<file path="config.mk">
export PLATFORM = sky130hd
export DESIGN_NAME = luminance_temp_sensor_regs
export DESIGN_NICKNAME = d
export VERILOG_FILES = /design/src/logic/temp_readout_calc.v /design/src/logic/luminance_temp_sensor_regs.v
export VERILOG_INCLUDE_DIRS = /design/src /design/src/logic
export SDC_FILE = /design/constraint.sdc
export NUM_CORES = 1
export LEC_CHECK = 0
export ABC_AREA = 1
export BUFFER_PORTS_ARGS = -buffer_cell sky130_fd_sc_hd__clkbuf_2
export CAP_MARGIN = 30
export CORE_ASPECT_RATIO = 1.75
export CORE_UTILIZATION = 35
export CTS_CLUSTER_DIAMETER = 50
export DETAILED_ROUTE_END_ITERATION = 8
export SYNTH_ARGS = -nofsm -noshare
export SYNTH_HDL_FRONTEND = slang
export SYNTH_SLANG_ARGS = --single-unit
</file>
<file path="constraint.sdc">
create_clock -name clock -period 11.95 [get_ports clock]
set_input_delay 1.7925 -clock clock [delete_from_list [all_inputs] [get_ports clock]]
set_output_delay 1.7925 -clock clock [all_outputs]
set_load 0.01 [all_outputs]
</file>
<file path="src/logic/lum_temp_defs.vh">
/*
  Constants for the luminance and temperature-sensor register group:
  register indexes, field positions, reset values and bus answers.
  Assumes byte address = 4 * register index on a 32-bit register bus.
*/
`ifndef LUM_TEMP_DEFS_VH
`define LUM_TEMP_DEFS_VH

// Register indexes
`define IDX_LUM_REF      6'h0f
`define IDX_DIM          6'h10
`define IDX_GAIN         6'h11
`define IDX_OFFSET       6'h12
`define IDX_UPDATE       6'h13
`define IDX_READOUT      6'h14
`define IDX_PWRDN        6'h15

// Reset values
`define RST_LUM_REF      8'h30
`define RST_DIM          7'h64
`define RST_GAIN         6'h1e
`define RST_OFFSET       8'h88
`define RST_UPDATE       8'hff
`define RST_PWRDN        8'h00
`define RST_READOUT      8'h00

// Field positions
`define COARSE_MSB       7
`define COARSE_LSB       5
`define FINE_MSB         4
`define FINE_LSB         0
`define DIM_MSB          6
`define GAIN_MSB         5
`define PD_CUR_LIMIT     7
`define PD_MAX_CURRENT   6
`define PD_CATHODE_GEN   5
`define PD_VOLT_REF      4
`define PD_GAMMA_SENSOR  3
`define PD_CATHODE_SENS  2
`define PD_TEMP_SENSOR   1
`define PD_TEMP_REF      0

// Coarse current factors in units of 1/32
`define COARSE_F0        8'h00
`define COARSE_F1        8'h10
`define COARSE_F2        8'h30
`define COARSE_F3        8'h50
`define COARSE_F4        8'h70
`define FACTOR_SHIFT     5
`define DIM_PERCENT      23'h000064

// Cathode supply mode, first automatic regulation
`define MODE_FIRST_AUTO_REGULATION       2'b00

// Bus answers
`define RESP_OKAY        2'b00
`define RESP_SLVERR      2'b10

`endif

</file>
<file path="src/logic/temp_readout_calc.v">
/*
  Temperature readout arithmetic: scaled sensor term plus constant
  plus offset, saturated to the 8-bit range.
  Assumes the sensor code is already in the clock domain.
*/
`timescale 1ns/1ps
module temp_readout_calc #(
  parameter integer        GAIN_SHIFT = 4,
  parameter signed [17:0]  CONST_TERM = 18'sd0
) (
  input  wire [7:0] sensor_code,
  input  wire [5:0] temp_gain_divider,
  input  wire [7:0] temp_offset_adjust,
  output reg  [7:0] readout_value
);
  wire        [13:0] gain_prod;
  reg  signed [17:0] scaled;
  reg  signed [17:0] sum;

  // Full 14-bit product; a self-sized product would lose its top bits
  assign gain_prod = sensor_code * temp_gain_divider;

  always @* begin
    scaled = $signed({4'h0, gain_prod}) >>> GAIN_SHIFT;
    sum    = scaled + CONST_TERM + $signed({10'h000, temp_offset_adjust});
    if (sum < 18'sd0) begin
      readout_value = 8'h00;
    end else if (sum > 18'sd255) begin
      readout_value = 8'hff;
    end else begin
      readout_value = sum[7:0];
    end
  end
endmodule // temp_readout_calc

</file>
<file path="src/logic/luminance_temp_sensor_regs.v">
/*
  Luminance, temperature-sensor and analogue power-down register group
  behind an AXI4-Lite slave, with frame-paced temperature readout.
  Assumes frame_vsync and sensor_code arrive asynchronously from the
  display timing and sensor converter; cathode_supply_mode is on clock.

*/
// Decided for this implementation: the AXI4-Lite slave port.
`timescale 1ns/1ps
`include "lum_temp_defs.vh"
module luminance_temp_sensor_regs #(
  parameter integer        ADDR_W     = 8,
  parameter [15:0]         REF_LUM    = 16'd1500,
  parameter integer        GAIN_SHIFT = 4,
  parameter signed [17:0]  CONST_TERM = 18'sd0
) (
  input  wire              clock,
  input  wire              sys_rst,
  input  wire [ADDR_W-1:0] awaddr,
  input  wire [2:0]        awprot,
  input  wire              awvalid,
  output wire              awready,
  input  wire [31:0]       wdata,
  input  wire [3:0]        wstrb,
  input  wire              wvalid,
  output wire              wready,
  output reg  [1:0]        bresp,
  output reg               bvalid,
  input  wire              bready,
  input  wire [ADDR_W-1:0] araddr,
  input  wire [2:0]        arprot,
  input  wire              arvalid,
  output wire              arready,
  output reg  [31:0]       rdata,
  output reg  [1:0]        rresp,
  output reg               rvalid,
  input  wire              rready,
  input  wire              frame_vsync,
  input  wire [7:0]        sensor_code,
  input  wire [1:0]        cathode_supply_mode,
  output wire [2:0]        coarse_current_factor,
  output wire [4:0]        fine_current_factor,
  output reg  [15:0]       max_luminance,
  output reg  [15:0]       dimmed_luminance,
  output wire [5:0]        temp_gain_divider,
  output wire [7:0]        temp_offset_adjust,
  output wire [7:0]        temp_readout,
  output reg               readout_refreshed,
  output wire              current_limit_sensor_off,
  output wire              max_current_function_off,
  output wire              cathode_generator_off,
  output wire              voltage_reference_off,
  output wire              gamma_sensor_off,
  output wire              cathode_sensor_off,
  output wire              temp_sensor_off,
  output wire              temp_reference_off
);
  // Register storage
  reg  [7:0]        lum_ref_ff;
  reg  [6:0]        dim_ff;
  reg  [5:0]        gain_ff;
  reg  [7:0]        offset_ff;
  reg  [7:0]        update_ff;
  reg  [7:0]        readout_ff;
  reg  [7:0]        pwrdn_ff;

  // Write channel holding state
  reg               aw_held_ff;
  reg  [5:0]        aw_idx_ff;
  reg               aw_low_ff;
  reg               w_held_ff;
  reg  [31:0]       w_data_ff;
  reg               w_strb0_ff;

  // Synchronisers and frame counting
  reg               vs_meta_ff;
  reg               vs_sync_ff;
  reg               vs_prev_ff;
  reg  [7:0]        code_meta_ff;
  reg  [7:0]        code_sync_ff;
  reg  [7:0]        frame_cnt_ff;
  reg  [7:0]        nxt_frame_cnt;
  reg               nxt_refresh;

  // Luminance pipeline
  reg  [7:0]        factor_ff;
  reg  [7:0]        coarse_f;
  reg  [15:0]       nxt_max_lum;
  reg  [15:0]       nxt_dimmed;
  reg  [23:0]       lum_prod;
  reg  [22:0]       dim_prod;
  reg  [22:0]       dim_quot;

  wire [7:0]        calc_value;
  wire              frame_edge;
  wire              do_write;
  wire [5:0]        ar_idx;
  reg  [7:0]        rd_value;
  reg               rd_hit;
  reg               wr_hit;

  assign awready = !aw_held_ff && !bvalid;
  assign wready  = !w_held_ff && !bvalid;
  assign arready = !rvalid;
  assign do_write = aw_held_ff && w_held_ff && !bvalid;
  assign ar_idx   = araddr[7:2];

  // Write address and data taken in either order
  always @(posedge clock) begin
    if (sys_rst) begin
      aw_held_ff <= 1'b0;
      aw_idx_ff  <= 6'h00;
      aw_low_ff  <= 1'b0;
      w_held_ff  <= 1'b0;
      w_data_ff  <= 32'h00000000;
      w_strb0_ff <= 1'b0;
    end else begin
      if (awvalid && awready) begin
        aw_held_ff <= 1'b1;
        aw_idx_ff  <= awaddr[7:2];
        aw_low_ff  <= (awaddr[1:0] == 2'b00);
      end else if (do_write) begin
        aw_held_ff <= 1'b0;
      end
      if (wvalid && wready) begin
        w_held_ff  <= 1'b1;
        w_data_ff  <= wdata;
        w_strb0_ff <= wstrb[0];
      end else if (do_write) begin
        w_held_ff <= 1'b0;
      end
    end
  end

  always @* begin
    case (aw_idx_ff)
      `IDX_LUM_REF, `IDX_DIM, `IDX_GAIN, `IDX_OFFSET,
      `IDX_UPDATE, `IDX_READOUT, `IDX_PWRDN: wr_hit = aw_low_ff;
      default: wr_hit = 1'b0;
    endcase
  end

  // Write response follows both halves
  always @(posedge clock) begin
    if (sys_rst) begin
      bvalid <= 1'b0;
      bresp  <= `RESP_OKAY;
    end else if (do_write) begin
      bvalid <= 1'b1;
      bresp  <= wr_hit ? `RESP_OKAY : `RESP_SLVERR;
    end else if (bvalid && bready) begin
      bvalid <= 1'b0;
    end
  end

  // Register writes; byte lane 0 carries every field
  always @(posedge clock) begin
    if (sys_rst) begin
      lum_ref_ff <= `RST_LUM_REF;
      dim_ff     <= `RST_DIM;
      gain_ff    <= `RST_GAIN;
      offset_ff  <= `RST_OFFSET;
      update_ff  <= `RST_UPDATE;
      pwrdn_ff   <= `RST_PWRDN;
    end else if (do_write && wr_hit && w_strb0_ff) begin
      case (aw_idx_ff)
        `IDX_LUM_REF: lum_ref_ff <= w_data_ff[7:0];
        `IDX_DIM:     dim_ff     <= w_data_ff[`DIM_MSB:0];
        `IDX_GAIN:    gain_ff    <= w_data_ff[`GAIN_MSB:0];
        `IDX_OFFSET:  offset_ff  <= w_data_ff[7:0];
        // Values below 02h are the host's fault; stored as written
        `IDX_UPDATE:  update_ff  <= w_data_ff[7:0];
        `IDX_PWRDN:   pwrdn_ff   <= w_data_ff[7:0];
        default:      lum_ref_ff <= lum_ref_ff; // Readout is read-only
      endcase
    end
  end

  // Read decode; reserved bits read as zero
  always @* begin
    rd_hit   = (araddr[1:0] == 2'b00);
    rd_value = 8'h00;
    case (ar_idx)
      `IDX_LUM_REF: rd_value = lum_ref_ff;
      `IDX_DIM:     rd_value = {1'b0, dim_ff};
      `IDX_GAIN:    rd_value = {2'b00, gain_ff};
      `IDX_OFFSET:  rd_value = offset_ff;
      `IDX_UPDATE:  rd_value = update_ff;
      `IDX_READOUT: rd_value = readout_ff;
      `IDX_PWRDN:   rd_value = pwrdn_ff;
      default:      rd_hit   = 1'b0;
    endcase
  end

  always @(posedge clock) begin
    if (sys_rst) begin
      rvalid <= 1'b0;
      rdata  <= 32'h00000000;
      rresp  <= `RESP_OKAY;
    end else if (arvalid && arready) begin
      rvalid <= 1'b1;
      rdata  <= rd_hit ? {24'h000000, rd_value} : 32'h00000000;
      rresp  <= rd_hit ? `RESP_OKAY : `RESP_SLVERR;
    end else if (rvalid && rready) begin
      rvalid <= 1'b0;
    end
  end

  // Asynchronous pins pass two flops first
  always @(posedge clock) begin
    if (sys_rst) begin
      vs_meta_ff   <= 1'b0;
      vs_sync_ff   <= 1'b0;
      vs_prev_ff   <= 1'b0;
      code_meta_ff <= 8'h00;
      code_sync_ff <= 8'h00;
    end else begin
      vs_meta_ff   <= frame_vsync;
      vs_sync_ff   <= vs_meta_ff;
      vs_prev_ff   <= vs_sync_ff;
      code_meta_ff <= sensor_code;
      code_sync_ff <= code_meta_ff;
    end
  end

  // Rising edge of vertical timing marks a frame
  assign frame_edge = vs_sync_ff && !vs_prev_ff;

  temp_readout_calc #(
    .GAIN_SHIFT (GAIN_SHIFT),
    .CONST_TERM (CONST_TERM)
  ) u_calc (
    .sensor_code        (code_sync_ff),
    .temp_gain_divider  (gain_ff),
    .temp_offset_adjust (offset_ff),
    .readout_value      (calc_value)
  );

  // Compare with >= so a shortened interval never strands the count
  always @* begin
    nxt_frame_cnt = frame_cnt_ff;
    nxt_refresh   = 1'b0;
    if (frame_edge) begin
      if (frame_cnt_ff >= update_ff) begin
        nxt_frame_cnt = 8'h00;
        nxt_refresh   = !pwrdn_ff[`PD_TEMP_SENSOR];
      end else begin
        nxt_frame_cnt = frame_cnt_ff + 8'h01;
      end
    end
  end

  always @(posedge clock) begin
    if (sys_rst) begin
      frame_cnt_ff      <= 8'h00;
      readout_ff        <= `RST_READOUT;
      readout_refreshed <= 1'b0;
    end else begin
      frame_cnt_ff      <= nxt_frame_cnt;
      readout_refreshed <= nxt_refresh;
      if (nxt_refresh) begin
        readout_ff <= calc_value;
      end
    end
  end

  // Coarse codes above 4 are held at the top factor
  always @* begin
    case (lum_ref_ff[`COARSE_MSB:`COARSE_LSB])
      3'h0:    coarse_f = `COARSE_F0;
      3'h1:    coarse_f = `COARSE_F1;
      3'h2:    coarse_f = `COARSE_F2;
      3'h3:    coarse_f = `COARSE_F3;
      default: coarse_f = `COARSE_F4;
    endcase
  end

  always @* begin
    lum_prod    = REF_LUM * factor_ff;
    nxt_max_lum = lum_prod[`FACTOR_SHIFT+15:`FACTOR_SHIFT];
    dim_prod    = max_luminance * dim_ff;
    dim_quot    = dim_prod / `DIM_PERCENT;
    if (cathode_supply_mode == `MODE_FIRST_AUTO_REGULATION) begin
      nxt_dimmed = dim_quot[15:0];
    end else begin
      nxt_dimmed = max_luminance;
    end
  end

  // Three-stage pipeline keeps the multipliers off one path
  always @(posedge clock) begin
    if (sys_rst) begin
      factor_ff        <= 8'h00;
      max_luminance    <= 16'h0000;
      dimmed_luminance <= 16'h0000;
    end else begin
      factor_ff        <= coarse_f + {3'b000, lum_ref_ff[`FINE_MSB:`FINE_LSB]};
      max_luminance    <= nxt_max_lum;
      dimmed_luminance <= nxt_dimmed;
    end
  end

  assign coarse_current_factor    = lum_ref_ff[`COARSE_MSB:`COARSE_LSB];
  assign fine_current_factor      = lum_ref_ff[`FINE_MSB:`FINE_LSB];
  assign temp_gain_divider        = gain_ff;
  assign temp_offset_adjust       = offset_ff;
  assign temp_readout             = readout_ff;
  assign current_limit_sensor_off = pwrdn_ff[`PD_CUR_LIMIT];
  assign max_current_function_off = pwrdn_ff[`PD_MAX_CURRENT];
  assign cathode_generator_off    = pwrdn_ff[`PD_CATHODE_GEN];
  assign voltage_reference_off    = pwrdn_ff[`PD_VOLT_REF];
  assign gamma_sensor_off         = pwrdn_ff[`PD_GAMMA_SENSOR];
  assign cathode_sensor_off       = pwrdn_ff[`PD_CATHODE_SENS];
  assign temp_sensor_off          = pwrdn_ff[`PD_TEMP_SENSOR];
  assign temp_reference_off       = pwrdn_ff[`PD_TEMP_REF];

endmodule // luminance_temp_sensor_regs

</file>
**After elaboration in Yosys (flattened, before gate mapping)**

Cells that the tools add are included.
Widths: inputs -> output; s select.

- Add/subtract/negate cells: 3
- Multipliers: 3
- Div/mod/pow operators: 1
- $lt $le $gt $ge: 3
- Equality and inequality tests: 17
- Mux-type cells: 20
- Reductions and logical operators: 34

Operators with widths:

| operator | number |
|---|---|
| $eq 6x5->1 const B | 12 |
| $pmux 8 s7 | 1 |
| $mux 8 | 4 |
| $pmux 7 s4 | 1 |
| $div 23x7->23 const B | 1 |
| $mul 16x7->23 | 1 |
| $gt 18x9->1 const B | 1 |
| $lt 18x1->1 const B | 1 |
| $mul 9x8->17 const A | 1 |
| $mux 16 | 1 |
| $mul 8x6->14 | 1 |
| $reduce_or 7->1 | 2 |
| $eq 6x4->1 const B | 2 |
| $logic_and 1x1->1 | 12 |
| $reduce_and 2->1 | 6 |
| $add 10x8->11 | 1 |
| $mux 1 | 11 |
| $add 8x1->8 const B | 1 |
| $add 8x5->8 | 1 |
| $ge 8x8->1 | 1 |
| $reduce_bool 2->1 | 4 |
| $eq 3x2->1 const B | 2 |
| $logic_not 1->1 | 6 |
| $logic_not 2->1 | 3 |
| 3 further kinds | 4 |

- Register bits after elaboration: 177
- Input port bits: 76
- Output and inout port bits: 112
- Word-level logic and storage cells: 110

**Longest topological paths before layout**

- Depth in word-level cells: 6
- Depth in mapped cells: 105
- Depth with buffers taken out: 104

**By module**

A second synthesis with hierarchy kept.

- Cell total of the unflattened synthesis: 2242
- Area total of the unflattened synthesis: 15457.3 um^2

Modules (own cells, without submodules):

| module | instances | cells an instance | area an instance (um^2) | seq. area each (um^2) |
|---|---|---|---|---|
| luminance_temp_sensor_regs | 1 | 1933 | 13470.4 | 2982.9 |
| temp_readout_calc | 1 | 309 | 1986.9 | 0.0 |

**Least setup slack after synthesis**

No wires, ideal clock.

- Path kind: register -> register
- Start: register dim_ff[6]
- End: register dimmed_luminance[0]
- Setup time: 0.122 ns
- Arrival: 9.938 ns
- Data required time: 11.828 ns
- Path slack: 1.890 ns
- Cell stages (with the launch flop): 85
- Buffers on the path: 1
- Period minus slack after synthesis: 10.060 ns
- Cell sequence: dfxtp_1 > clkbuf_1 > nand2_1 > fa_1 > fa_1 > inv_1 > fa_1 > inv_1 > fa_1 > inv_1 > ha_1 > nand2_1 > nand2_1 > a21oi_1 > nand2_2 > nand3_1 > nand3b_1 > nand2_2 > [... 49 more ...] > nand2_4 > nand2_4 > nand2_2 > nand2_4 > nor2_4 > inv_1 > nand3_1 > nand4_2 > nand2_2 > nand2_4 > nand2_2 > nand4_2 > nand2_2 > nand2_2 > a21oi_1 > nand2_1 > nand2_1 > a21oi_2

- Word-level cells in the longest chain between the ends: 3

Ends and longest elaborated chain:

| item | line | text |
|---|---|---|
| from (decl) | luminance_temp_sensor_regs.v:60 | `reg [6:0] dim_ff;` |
| from (signal assigned) | luminance_temp_sensor_regs.v:160 | `` dim_ff <= `RST_DIM; `` |
| from (signal assigned) | luminance_temp_sensor_regs.v:168 | `` `IDX_DIM: dim_ff <= w_data_ff[`DIM_MSB:0]; `` |
| $mul 16x7->23 | luminance_temp_sensor_regs.v:281 | `dim_prod = max_luminance * dim_ff;` |
| $div 23x7->23 (no source line) | n/a |  |
| $mux 16 | luminance_temp_sensor_regs.v:283 | `` if (cathode_supply_mode == `MODE_FIRST_AUTO_REGULATION) begin `` |
| to (signal assigned) | luminance_temp_sensor_regs.v:299 | `dimmed_luminance <= nxt_dimmed;` |
| to (decl) | luminance_temp_sensor_regs.v:44 | `output reg [15:0] dimmed_luminance,` |

Every way passes these cells.
A chain may end at the register's enable or synchronous reset.

**Worst setup path in the final report**

- Start: register dim_ff[5]
- End: register dimmed_luminance[0]

The elaborated chain is that of the path after synthesis.

==> results.json <==
{
  "r2r_start": "dim_ff[5]",
  "powerDensity_mw_per_mm2": 227,
  "layout_common_cells": "445 x inv_1, 431 x nand2_1, 131 x dfxtp_1",
  "grtUsageTotal_pct": 19.8,
  "slew_violations": 0,
  "coreArea_sq_mm": 0.0417,
  "start_kind": "register",
  "hold_path_class": "register to register",
  "vias": 13700,
  "h-tree-depth": 4,
  "p_int_uw": 1750,
  "fin_skew_ps": 16.7,
  "ir_drop_uv": 380,
  "status": "finished, final reports clean",
  "synth-seq-cells": 149,
  "final_nets": 2554,
  "start_util_pct": 35.5,
  "die-area_sq_mm": 0.0432,
  "place_area_sq_mm": 0.0159,
  "antenna_left": 0,
  "crit_start": "dim_ff[5]",
  "pwr-share-clk_pct": 13.3,
  "fin_crit_sh_pct": 93.4,
  "setup_viol": 0,
  "drt_wl_total_mm": 41.8,
  "grt_pass1_wl_mm": 66.2,
  "final_hold_viol_count": 0,
  "finalPower_uw": 3910,
  "die_h_microns": 274,
  "place.gp.congestion": 0.918,
  "power.leakage_uw": 0.00973,
  "worstSetupEndpointType": "register",
  "clockBufferDepth": 2,
  "cts_tree": "done",
  "ys_warn_count": 0,
  "whs_ps": 395,
  "combPwrFrac_pct": 73.1,
  "r2r-end": "dimmed_luminance[0]",
  "ys_seq_area_share_pct": 20.1,
  "cts-root-buf": "clkbuf_16",
  "final_common_cell": "inv_1",
  "switching_share_pct": 55.3,
  "syn_to_final_growth_pct": 16.1,
  "fmax_ghz": 0.0896,
  "max_slew_margin_pct": 30.8,
  "clock-sinks": 149,
  "min_from": "code_meta_ff[0]",
  "maxCapViolations": 0,
  "max_stage_delay_ps": 550,
  "route.detailed.drc": 0,
  "worstRegToRegCells": 88,
  "p_seq_share_pct": 13.5,
  "slowest_stage": "fa_1",
  "netlist_area_sq_mm": 0.0148,
  "port_buffers": 126,
  "critPathArrivalTime_ps": 11540,
  "rows": 99,
  "critical_path.max_fanout": 6,
  "crit_top_cell": "nand2_1",
  "syn_area_per_cell_sq_um": 7.00,
  "ctsHoldBuffers": 0,
  "fin_crit_ps": 11160,
  "num_antenna_cells": 0,
  "grt_pass1_vias": 13700,
  "cts_made_buffers": 17,
  "drt_iter0_markers": 477,
  "tightestPinTransition_ps": 1030,
  "insertion_delay_ps": 450,
  "drive_gt1_share_pct": 17.4,
  "drtPass1Iterations": 5,
  "path_class": "register to register",
  "worst_ep_required_time_ps": 12330,
  "yosysTopAreaCell": "dfxtp_1",
  "reg2reg_slack_ps": 790,
  "hold_end": "code_sync_ff[0]",
  "netlist_instances": 2117,
  "avgRoutedWirePerCell_microns": 14.9,
  "ios": 188,
  "fin_util_pct": 41.2,
  "path_clk_slew_ps": 70,
  "switchingPower_uw": 2160,
  "overflow": 0,
  "antenna_found_initial": 0,
  "synth_top_area_share_pct": 20.1,
  "whs_path_depth": 2,
  "viasPerCell": 4.87,
  "synth.distinct_cells": 51,
  "synthTopCellsByArea": "dfxtp_1 20%, fa_1 15%, nand2_1 11%",
  "final_area_sq_mm": 0.0172,
  "die_w_microns": 158,
  "hpwl_mm": 33.4,
  "grt_max_degree": 78
}
-- critical path: cells and delay by family, from the launching register on --
kind / cells / cell delay [ps]
AND/OR/NAND/NOR: 74 / 7370
adder cells (fa/ha/maj): 5 / 2460
buffers and inverters: 7 / 700
flip-flops: 1 / 360
AO/OA/AOI/OAI: 2 / 230
-- per-stage QoR --
step | instances | setup TNS (ps) | worst slack, ps
global placement | 2754 | 0 | 405
floorplan | 2144 | 0 | 1890
detailed placement | 2755 | 0 | 20.1
CTS | 2787 | 0 | 41.1
finish | 2817 | 0 | 789
global route | 2817 | -156 | -110
-- per-layer routing --
layer  part of all wire [%]  GRT usage, %
met2                     54          38.7
met1                     35          19.0
met3                    4.1          3.10
met5                      0             0
met4                    6.3          11.7
-- logic make-up after synthesis --
| family | after synthesis | share of synthesized area, % |
|---|---|---|
| other | 1 | 0.0253 |
| DFF | 149 | 20.1 |
| xor gates and xnor gates | 41 | 2.55 |
| adders and majority gates | 229 | 24.9 |
| and+or+nand+nor | 847 | 26.2 |
| buffers and inverters | 543 | 14.5 |
| AOI/OAI and AO/OA | 307 | 11.8 |
-- worst max path at each step --
stage                                to  slack (ps)  depth (start not counted)
finish              dimmed_luminance[0]         790                         88
global placement    dimmed_luminance[1]         400                         78
floorplan           dimmed_luminance[0]        1890                         84
CTS                 dimmed_luminance[1]          40                         78
global route        dimmed_luminance[0]        -110                         90
detailed placement  dimmed_luminance[1]          20                         78
-- power groups by stage --
stage                     sequential, uW  combinational, uW  clock, uW
after CTS                            532               2600        539
after global placement               543               2530          0
final                                529               2860        522
after floorplan                      540               2160          0
after global routing                 531               3220        559
after detailed placement             543               2580          0
-- synth_stat cells, drive strengths merged --
cell,instances
or2,3
xnor2,19
a311o,1
nor4,7
xor2,22
a32oi,5
o21a,8
o211ai,24
nand3b,6
a21oi,111
o211a,1
nor3,13
a21o,2
o221ai,1
a22o,1
fa,109
clkbuf,49
nor2,150
clkinv,6
inv,459
and3b,1
conb,1
nand4,32
o22ai,8
and3,2
a221oi,7
buf,29
a211oi,1
o21ai,116
nand3,100
ha,120
o2111ai,1
dfxtp,149
and2,5
nand2,528
o21bai,12
a31oi,6
o31ai,2
-- flip-flops by register name, indices dropped and copies added, names as in the netlist, 6 cells and up --
name / count
code_sync_ff: 8
temp_offset_adjust: 8
dim_ff: 7
dimmed_luminance: 16
code_meta_ff: 8
max_luminance: 14
w_data_ff: 8
lum_ref_ff: 8
pwrdn_ff: 8
aw_idx_ff: 6
temp_gain_divider: 6
rdata: 8
factor_ff: 8
temp_readout: 8
update_ff: 8
frame_cnt_ff: 8
-- layout make-up --
type	count	area [sq um]
clock buffer	18	429
clock inverter	14	118
fill	4383	24500
inverter	465	1750
multi-input combinational	1452	10200
sequential	149	3030
tap	555	694
timing repair buffer	164	943
-- timing repair --
| action | in CTS | in global routing |
|---|---|---|
| setup buffers | 0 | 29 |
| gates resized for setup | 1 | 136 |
| pin swaps | 0 | 45 |
| setup endpoints to repair | 1 | 3 |
| hold endpoints to repair | 0 | 0 |
Power figures use the tool's default switching activity.
